$ cat config.mk
export PLATFORM = sky130hd
export DESIGN_NAME = line_signal_loss_and_alarm_detect
export DESIGN_NICKNAME = d
export VERILOG_FILES = /design/src/line_loss_pkg.sv /design/src/line_signal_loss_and_alarm_detect.sv
export SDC_FILE = /design/constraint.sdc
export NUM_CORES = 1
export LEC_CHECK = 0
export ABC_CLOCK_PERIOD_IN_PS = 2900
export BUFFER_PORTS_ARGS = -buffer_cell sky130_fd_sc_hd__buf_2
export CAP_MARGIN = 20
export CORE_MARGIN = 8
export CORE_UTILIZATION = 54
export DETAILED_ROUTE_END_ITERATION = 16
export PLACE_DENSITY = 0.92
export SLEW_MARGIN = 20
export SYNTH_ARGS = -nofsm -noshare
export SYNTH_HDL_FRONTEND = slang
export SYNTH_SLANG_ARGS = --single-unit
export TNS_END_PERCENT = 20
$ cat constraint.sdc
create_clock -name aclk -period 2.9 [get_ports aclk]
set_clock_uncertainty 0.1 [all_clocks]
set_input_delay 0.435 -clock aclk [delete_from_list [all_inputs] [get_ports aclk]]
set_output_delay 0.435 -clock aclk [all_outputs]
set_load 0.05 [all_outputs]
$ cat src/line_loss_pkg.sv
package line_loss_pkg;

  // ******************************************************
  // register map
  // ******************************************************
  localparam logic [7:0] CTRL_OFFSET = 8'h00;
  localparam logic [7:0] STATUS_OFFSET = 8'h04;
  localparam logic [7:0] EVENT_OFFSET = 8'h08;
  localparam logic [31:0] CTRL_RESET = 32'h0000_0000;
  localparam logic [31:0] CTRL_MASK = 32'h0000_1F7F;
  localparam int CRIT_BIT = 0;
  localparam int STD_BIT = 1;
  localparam int RX_FILL_BIT = 2;
  localparam int TX_FILL_BIT = 3;
  localparam int EQ_BIT = 4;
  localparam int CDR_BIT = 5;
  localparam int IRQ_EN_BIT = 6;
  localparam int LEVEL_LSB = 8;
  localparam int LOSS_STAT_BIT = 0;
  localparam int AIS_STAT_BIT = 1;
  localparam int LOSS_EVT_BIT = 0;
  localparam logic [1:0] RESP_OKAY = 2'h0;
  localparam logic [1:0] RESP_SLVERR = 2'h2;

  // ******************************************************
  // detection counts, in pulse intervals
  // ******************************************************
  localparam logic [11:0] N_T1_CRIT0 = 12'h0AF;
  localparam logic [11:0] N_T1_CRIT1 = 12'h608;
  localparam logic [11:0] N_E1_CRIT0 = 12'h020;
  localparam logic [11:0] N_E1_CRIT1 = 12'h800;
  localparam logic [7:0] M_T1 = 8'h80;
  localparam logic [7:0] M_E1 = 8'h20;
  localparam logic [6:0] ZRUN_T1 = 7'h64;
  localparam logic [6:0] ZRUN_E1 = 7'h10;
  localparam int DENSITY_SHIFT = 3;
  localparam logic [13:0] AIS_T1_BLOCK = 14'h2000;
  localparam logic [13:0] AIS_E1_BLOCK = 14'h0200;
  localparam logic [3:0] AIS_T1_ZEROS = 4'h9;
  localparam logic [3:0] AIS_E1_ZEROS = 4'h3;

  // ******************************************************
  // level thresholds
  // ******************************************************
  localparam logic [10:0] FIXED_DECLARE_MVPP = 11'h320;
  localparam logic [10:0] HYST_MVPP = 11'h0C8;
  localparam logic [5:0] Q_BASE_DB = 6'h04;
  localparam logic [5:0] HYST_DB = 6'h04;
  localparam logic [4:0] LEVEL_CODE_MAX = 5'h0A;

  typedef enum logic [1:0] {
    CLR_WAIT = 2'b01,
    CLR_COUNT = 2'b10
  } clear_state_e;

  // pins from the analog front end and clock recovery
  typedef struct packed {
    logic rclk;
    logic mclk;
    logic mark;
    logic level_above;
    logic [1:0] rx_rail;
    logic [1:0] tx_data;
    logic hw_mode;
  } line_pins_s;

  // threshold handed to the front end comparator
  typedef struct packed {
    logic fixed;
    logic clear_level;
    logic [10:0] mvpp;
    logic [5:0] atten_db;
  } threshold_s;

endpackage

$ cat src/line_signal_loss_and_alarm_detect.sv
// Implementation choices: the AXI4-Lite slave port and the placing of the registers.
`timescale 1ns/100ps
// Summary of operation
// N low intervals declare loss, pin, interrupt
// clear after M good intervals from pulse
// loss clear drives indicator pin low
// fixed 800 mVpp declare, 200 mVpp hysteresis
// equalizer on: field selects Q, plus 4dB
// hardware mode forces fixed thresholds
// counts chosen by criteria and standard
// criteria bit picks N; standard alone picks M
// T1 declare after 175 or 1544
// E1 declare after 32 or 2048
// T1 clear: 128 window, under 100 zeros
// E1 clear: 32 window, under 16 zeros
// rx fill: all ones on master clock
// tx fill: all ones on master clock
// loss indication active in all loopbacks
// alarm detect only with clock recovery on
// criteria bit resets to zero
// E1 alarm set: two blocks under 3 zeros
// E1 alarm clear: two blocks 3+ zeros
// T1 alarm set: 8192 block under 9 zeros
// T1 alarm clear: 8192 block 9+ zeros
// one level comparison per pulse interval
// alternate E1 criteria use same alarm test
module line_signal_loss_and_alarm_detect
  import line_loss_pkg::*;
(
  input wire logic aclk,
  input wire logic aresetn,
  input wire logic [7:0] awaddr,
  input wire logic [2:0] awprot,
  input wire logic awvalid,
  output logic awready,
  input wire logic [31:0] wdata,
  input wire logic [3:0] wstrb,
  input wire logic wvalid,
  output logic wready,
  output logic [1:0] bresp,
  output logic bvalid,
  input wire logic bready,
  input wire logic [7:0] araddr,
  input wire logic [2:0] arprot,
  input wire logic arvalid,
  output logic arready,
  output logic [31:0] rdata,
  output logic [1:0] rresp,
  output logic rvalid,
  input wire logic rready,
  input wire line_pins_s line_pins,
  output logic signal_loss_pin,
  output logic loss_irq,
  output logic rx_recovered_clock_out,
  output logic [1:0] rx_rail_data_out,
  output logic [1:0] tx_line_output,
  output threshold_s level_threshold
);

  // ******************************************************
  // pin synchronisers
  // ******************************************************
  localparam int PIN_W = $bits(line_pins_s);
  logic [PIN_W-1:0] sync1;
  logic [PIN_W-1:0] sync2;
  line_pins_s pins_s;
  logic rclk_d;
  logic mclk_d;

  genvar gi;
  generate
    for (gi = 0; gi < PIN_W; gi++)
    begin : g_sync
      always_ff @(posedge aclk)
      begin
        if (!aresetn)
        begin
          sync1[gi] <= 1'b0;
          sync2[gi] <= 1'b0;
        end
        else
        begin
          sync1[gi] <= line_pins[gi];
          sync2[gi] <= sync1[gi];
        end
      end
    end
  endgenerate

  assign pins_s = line_pins_s'(sync2);

  always_ff @(posedge aclk)
  begin
    if (!aresetn)
    begin
      rclk_d <= 1'b0;
      mclk_d <= 1'b0;
    end
    else
    begin
      rclk_d <= pins_s.rclk;
      mclk_d <= pins_s.mclk;
    end
  end

  // one strobe per received pulse interval
  wire bit_tick = pins_s.rclk & ~rclk_d;
  wire mclk_tick = pins_s.mclk & ~mclk_d;
  wire lvl = pins_s.level_above;
  wire mark = pins_s.mark;

  // ******************************************************
  // control decode
  // ******************************************************
  logic [31:0] ctrl;
  logic los;
  logic ais;
  logic loss_event;

  wire crit = ctrl[CRIT_BIT];
  wire std_t1 = ctrl[STD_BIT];
  wire rx_fill_en = ctrl[RX_FILL_BIT];
  wire tx_fill_en = ctrl[TX_FILL_BIT];
  wire cdr_en = ctrl[CDR_BIT];
  wire irq_en = ctrl[IRQ_EN_BIT];
  wire [4:0] level_code = ctrl[LEVEL_LSB+4:LEVEL_LSB];
  // a hardware-mode strap overrides the equalizer bit
  wire eq_active = ctrl[EQ_BIT] & ~pins_s.hw_mode;

  wire [11:0] n_count = std_t1 ? (crit ? N_T1_CRIT1 : N_T1_CRIT0)
                               : (crit ? N_E1_CRIT1 : N_E1_CRIT0);
  wire [7:0] m_count = std_t1 ? M_T1 : M_E1;
  wire [6:0] zrun_limit = std_t1 ? ZRUN_T1 : ZRUN_E1;
  wire [7:0] marks_min = m_count >> DENSITY_SHIFT;

  // ******************************************************
  // loss declare
  // ******************************************************
  logic [11:0] low_run;
  wire declare_hit = bit_tick & ~los & ~lvl
                     & (low_run == n_count - 12'h001);
  wire [11:0] next_low_run = (los | lvl) ? 12'h000
                             : low_run + 12'h001;

  always_ff @(posedge aclk)
  begin
    if (!aresetn)
      low_run <= 12'h000;
    else if (bit_tick)
      low_run <= next_low_run;
  end

  // ******************************************************
  // loss clear
  // ******************************************************
  clear_state_e clr_state;
  logic [7:0] win_cnt;
  logic [7:0] marks;
  logic [6:0] zrun;
  wire [6:0] next_zrun = mark ? 7'h00 : zrun + 7'h01;
  wire [7:0] next_marks = marks + {7'h00, mark};
  wire run_bad = ~lvl | (next_zrun >= zrun_limit);
  wire win_end = win_cnt == m_count - 8'h01;
  wire start_hit = bit_tick & los & mark & lvl
                   & (clr_state == CLR_WAIT);
  wire clear_hit = bit_tick & (clr_state == CLR_COUNT) & ~run_bad
                   & win_end & (next_marks >= marks_min);

  always_ff @(posedge aclk)
  begin
    if (!aresetn)
    begin
      clr_state <= CLR_WAIT;
      win_cnt <= 8'h00;
      marks <= 8'h00;
      zrun <= 7'h00;
    end
    else
    begin
      case (clr_state)
        CLR_WAIT:
        begin
          if (start_hit)
          begin
            clr_state <= CLR_COUNT;
            win_cnt <= 8'h01;
            marks <= 8'h01;
            zrun <= 7'h00;
          end
        end
        CLR_COUNT:
        begin
          // any failure restarts the wait for a fresh pulse
          if (!los)
            clr_state <= CLR_WAIT;
          else if (bit_tick)
          begin
            if (run_bad || win_end)
              clr_state <= CLR_WAIT;
            win_cnt <= win_cnt + 8'h01;
            marks <= next_marks;
            zrun <= next_zrun;
          end
        end
        default:
          clr_state <= CLR_WAIT;
      endcase
    end
  end

  // the detector is not gated by any loopback setting
  always_ff @(posedge aclk)
  begin
    if (!aresetn)
      los <= 1'b0;
    else if (declare_hit)
      los <= 1'b1;
    else if (clear_hit)
      los <= 1'b0;
  end

  assign signal_loss_pin = los;

  // ******************************************************
  // comparator threshold
  // ******************************************************
  wire [4:0] code_c = (level_code > LEVEL_CODE_MAX) ? LEVEL_CODE_MAX
                      : level_code;
  wire [5:0] q_db = Q_BASE_DB + {code_c, 1'b0};
  threshold_s next_threshold;

  always_comb
  begin
    next_threshold.fixed = ~eq_active;
    next_threshold.clear_level = los;
    next_threshold.mvpp = los ? FIXED_DECLARE_MVPP + HYST_MVPP
                          : FIXED_DECLARE_MVPP;
    next_threshold.atten_db = los ? q_db - HYST_DB : q_db;
  end

  always_ff @(posedge aclk)
  begin
    if (!aresetn)
      level_threshold <= '0;
    else
      level_threshold <= next_threshold;
  end

  // ******************************************************
  // alarm indication detect
  // ******************************************************
  logic [13:0] blk_cnt;
  logic [3:0] zeros;
  logic prev_low;
  wire [13:0] blk_len = std_t1 ? AIS_T1_BLOCK : AIS_E1_BLOCK;
  wire [3:0] zeros_min = std_t1 ? AIS_T1_ZEROS : AIS_E1_ZEROS;
  // saturating: only the comparison against a small limit matters
  wire [3:0] next_zeros = (!mark && zeros != 4'hF) ? zeros + 4'h1
                          : zeros;
  wire blk_end = bit_tick & (blk_cnt == blk_len - 14'h0001);
  wire blk_low = next_zeros < zeros_min;

  always_ff @(posedge aclk)
  begin
    if (!aresetn || !cdr_en)
    begin
      blk_cnt <= 14'h0000;
      zeros <= 4'h0;
      prev_low <= 1'b0;
      ais <= 1'b0;
    end
    else if (blk_end)
    begin
      blk_cnt <= 14'h0000;
      zeros <= 4'h0;
      prev_low <= blk_low;
      if (std_t1)
        ais <= blk_low;
      else if (blk_low && prev_low)
        ais <= 1'b1;
      else if (!blk_low && !prev_low)
        ais <= 1'b0;
    end
    else if (bit_tick)
    begin
      blk_cnt <= blk_cnt + 14'h0001;
      zeros <= next_zeros;
    end
  end

  // ******************************************************
  // all-ones fill on master clock
  // ******************************************************
  logic fill_phase;
  wire rx_fill_on = los & rx_fill_en;
  wire tx_fill_on = los & tx_fill_en;
  // alternate rails so the fill is a legal bipolar all-ones stream
  wire [1:0] fill_rails = fill_phase ? 2'b10 : 2'b01;

  always_ff @(posedge aclk)
  begin
    if (!aresetn)
      fill_phase <= 1'b0;
    else if (mclk_tick)
      fill_phase <= ~fill_phase;
  end

  always_ff @(posedge aclk)
  begin
    if (!aresetn)
    begin
      rx_rail_data_out <= 2'b00;
      rx_recovered_clock_out <= 1'b0;
      tx_line_output <= 2'b00;
    end
    else
    begin
      rx_rail_data_out <= rx_fill_on ? fill_rails : pins_s.rx_rail;
      rx_recovered_clock_out <= rx_fill_on ? pins_s.mclk
                                : pins_s.rclk;
      tx_line_output <= tx_fill_on ? fill_rails : pins_s.tx_data;
    end
  end

  // ******************************************************
  // register slave
  // ******************************************************
  wire wr_go = awvalid & wvalid & ~bvalid;
  wire wr_ctrl = wr_go & (awaddr == CTRL_OFFSET);
  wire wr_event = wr_go & (awaddr == EVENT_OFFSET);
  wire wr_ok = wr_go & (awaddr == CTRL_OFFSET || awaddr == STATUS_OFFSET
                        || awaddr == EVENT_OFFSET);
  wire evt_clr = wr_event & wstrb[0] & wdata[LOSS_EVT_BIT];
  wire rd_go = arvalid & arready;
  wire rd_ok = araddr == CTRL_OFFSET || araddr == STATUS_OFFSET
               || araddr == EVENT_OFFSET;
  wire [31:0] status_w = {30'h0, ais, los};
  wire [31:0] rd_mux = (araddr == CTRL_OFFSET) ? ctrl
                       : (araddr == STATUS_OFFSET) ? status_w
                       : (araddr == EVENT_OFFSET) ? {31'h0, loss_event}
                       : 32'h0000_0000;

  function automatic logic [31:0] merge_bytes(input logic [31:0] old_v,
                                              input logic [31:0] new_v,
                                              input logic [3:0] strb);
    logic [31:0] r;
    r = old_v;
    for (int b = 0; b < 4; b++)
      if (strb[b])
        r[b*8 +: 8] = new_v[b*8 +: 8];
    return r & CTRL_MASK;
  endfunction

  assign awready = wr_go;
  assign wready = wr_go;
  assign arready = ~rvalid;
  assign loss_irq = loss_event & irq_en;

  always_ff @(posedge aclk)
  begin
    if (!aresetn)
      ctrl <= CTRL_RESET;
    else if (wr_ctrl)
      ctrl <= merge_bytes(ctrl, wdata, wstrb);
  end

  // a new declare in the same cycle as a clear keeps the flag
  always_ff @(posedge aclk)
  begin
    if (!aresetn)
      loss_event <= 1'b0;
    else
      loss_event <= declare_hit | (loss_event & ~evt_clr);
  end

  always_ff @(posedge aclk)
  begin
    if (!aresetn)
    begin
      bvalid <= 1'b0;
      bresp <= RESP_OKAY;
    end
    else if (wr_go)
    begin
      bvalid <= 1'b1;
      bresp <= wr_ok ? RESP_OKAY : RESP_SLVERR;
    end
    else if (bready)
      bvalid <= 1'b0;
  end

  always_ff @(posedge aclk)
  begin
    if (!aresetn)
    begin
      rvalid <= 1'b0;
      rdata <= 32'h0000_0000;
      rresp <= RESP_OKAY;
    end
    else if (rd_go)
    begin
      rvalid <= 1'b1;
      rdata <= rd_mux;
      rresp <= rd_ok ? RESP_OKAY : RESP_SLVERR;
    end
    else if (rready)
      rvalid <= 1'b0;
  end
endmodule

==> impl_metrics.py <==
metrics = {
    "clock_tree": {
        "root_buffer": "clkbuf_8",
        "cts_tree": "done",
        "cts.sinks": 121,
        "cts_max_path_buffers": 2,
        "cts_buffers": 17,
        "htree_levels": 4,
        "clk_latency_ps": 530,
        "cts.reportedPaths.clkPinSlew_ps": 60,
    },
    "placement": {
        "gp_congestion": 0.880,
        "portBuffers": 84,
        "dp_hpwl_um": 9380,
    },
    "floorplanning": {
        "coreArea_sq_um": 10700,
        "floorplan.die_area_sq_um": 14300,
        "fp.dieH_um": 120,
        "fp-row-count": 38,
        "start_util_pct": 54.6,
        "boundaryPins": 141,
        "die-width_um": 120,
    },
    "route": {
        "route.detailed.drc": 0,
        "vias": 4942,
        "drt_iter0_drc": 440,
        "drt-total-wl_um": 13900,
        "viasPerCell": 5.53,
        "drt-wirelength-per-cell_um": 15.6,
        "postRouteAntennaNets": 0,
        "drtPass1Iterations": 6,
    },
    "worst_setup_path": {
        "cpMaxStageDelayCell": "dfxtp_1",
        "cp.required_ps": 3220,
        "crit_family": "compound AO/OA/AOI/OAI gates",
        "critical-path-max-stage-delay_ps": 410,
        "arrival_ps": 3020,
        "crit_type": "reg -> reg",
        "rrSetupSlack_ps": 200,
        "crit_buf_inv": 0,
        "worstSetupEndpointType": "flip-flop",
        "worstPathMaxFanout": 4,
        "critical_path.startpoint_type": "flip-flop",
        "crit_chain": "ha_1, nand3_1, o21ai_0, a21oi_1, ha_1, nand4bb_1, or3_1, a311oi_1, o21ai_1, a31o_2",
        "crit_path_frequent_cell": "ha_1",
    },
    "cells_and_area": {
        "fin_util_pct": 64.5,
        "drive_gt1_share_pct": 19.3,
        "fin_nets": 833,
        "synthToLayoutAreaGrowth_pct": 18.1,
        "fill_cells": 853,
    },
    "synth": {
        "netlist_area_sq_um": 5810,
        "synth-edff-count": 0,
        "netlist-cell-type-count": 61,
        "yosys-top-cells-count": "121 x dfxtp_1, 53 x nand2_1, 47 x nor2_1, 43 x nor2b_1, 34 x buf_4",
        "synth_top_area_cell": "dfxtp_1",
        "synthArstFlopShare_pct": 0,
        "synth_compound_area_share_pct": 12.5,
        "post_synth.cell_area_avg_sq_um": 8.93,
        "synth_mux_area_share_pct": 3.31,
        "synth_cells": 651,
        "synth_seq_cells": 121,
        "synth.most_common_cell": "dfxtp_1",
        "yosysSeqAreaShare_pct": 41.7,
        "synthXorXnorAreaFrac_pct": 5.42,
        "synth_warnings": 0,
        "synth_area_leaders": "dfxtp_1 42%, nor2b_1 4.6%, buf_4 4.4%",
        "yosys_most_used_dff": "dfxtp_1",
        "synth-simple-area-share_pct": 25.7,
        "synth_top_area_share_pct": 41.7,
        "synth_top_family_by_area": "simple AND/OR/NAND/NOR gates",
        "synthAdderAreaFrac_pct": 4.30,
    },
    "hold_path": {
        "hold_path.class": "in -> reg",
    },
    "sta": {
        "worst_pin_slew_ps": 758,
        "fmax_mhz": 370,
        "slew_violations": 0,
        "final-hold-violation-count": 0,
        "min_period_ps": 2700,
        "slew_headroom_pct": 49.4,
        "period_share_pct": 93.2,
        "setup_viol": 0,
        "setup_tns_ps": 0,
        "rsz0062_at_grt": "false",
    },
    "power_and_ir_drop": {
        "finalPower_mw": 4.04,
        "power_density_nw_per_um2": 588,
        "power.leakage_nw": 2.89,
        "ir_drop_mv": 0.516,
    },
    "grt": {
        "grt_pass1_wl_um": 23000,
        "track_usage_pct": 19.5,
        "grt_max_degree": 34,
        "antenna_found_initial": 1,
        "grt-ovfl-total": 0,
        "first_global_vias": 4913,
    },
    "outcome": {
        "status": "finished, final reports clean",
    },
    "job": {
        "drv_cap": 0,
    },
}
-- cell usage in the layout (no fill, tap or decap), drive strengths merged, types with 4 or more instances in the layout --
master,count
nor2b,43
xor2,18
o211ai,4
or2,5
nor4,7
nand2b,6
clkbuf,18
and3,10
or3,6
nand3,20
dfxtp,121
a21boi,12
inv,20
a22oi,18
conb,29
ha,20
mux2i,17
nor2,47
nand2,54
and2,33
nor3,9
nand4,12
a31oi,9
buf,96
nand3b,6
a21oi,14
o21ai,30
clkinv,5
xnor2,18
-- registers in the layout, summed over array words and instances (netlist names), 8 cells and up --
| signal | count |
|---|---|
| blk_cnt | 14 |
| ctrl | 12 |
| level_threshold | 8 |
| low_run | 12 |
| marks | 8 |
| rdata | 12 |
| sync1 | 9 |
| win_cnt | 8 |
-- per-stage QoR --
stage	instance area, sq um	hold WS, ps	setup slack [ps]	instances
floorplan	5920	312	532	679
global placement	6250	314	325	857
detailed placement	6250	319	282	857
CTS	6870	0.168	231	892
global route	6870	7.25	102	893
finish	6870	16.3	196	893
-- what timing repair did --
item	CTS	global route
hold buffers	3	0
setup buffers	0	0
hold endpoints to repair	3	0
resized for setup	0	0
-- logic make-up after synthesis --
| kind of cell | count (synthesis) |
|---|---|
| other cells | 1 |
| xor+xnor | 36 |
| compound gates | 108 |
| mux | 19 |
| fa+ha+maj | 20 |
| buf+inv | 72 |
| simple gates | 274 |
| flops | 121 |
-- path summary, 6_finish.rpt --
check | startpoint | to | depth (start not counted)
hold / removal | line_pins[0] | sync1[0] | 2
hold reg to reg | sync1[1] | pins_s[1] | 1
setup reg to reg | zrun[0] | clr_state[0] | 10
setup / recovery | zrun[0] | clr_state[0] | 10
-- cell type report --
class	count	area, sq um	share of cell area [%]
Sequential cell	121	2420	35.3
Inverter	14	52.6	0.765
Clock inverter	14	159	2.31
Clock buffer	18	428	6.23
Timing Repair Buffer	99	541	7.87
Multi-Input combinational cell	486	3090	45.0
Antenna cell	1	2.50	0.0364
Tap cell	140	175	2.55
-- per-layer routing --
| layer | global-route usage [%] | part of all wire [%] | up-vias |
|---|---|---|---|
| met5 | 0.347 | 0 | - |
| met1 | 22.1 | 42 | 2316 |
| met2 | 32.4 | 48 | 187 |
| met4 | 11.3 | 3.5 | 0 |
| li1 | - | - | 2391 |
| met3 | 5.50 | 6.7 | 48 |
-- power by group --
group / leakage (nW) / switching [mW] / internal (mW) / total, mW
sequential: 0.981 / 0.0142 / 1.69 / 1.70
combinational: 1.62 / 0.192 / 0.0683 / 0.261
clock: 0.289 / 0.815 / 1.26 / 2.08
total: 2.89 / 1.02 / 3.02 / 4.04
No activity file was read; power rests on OpenSTA's default activity.
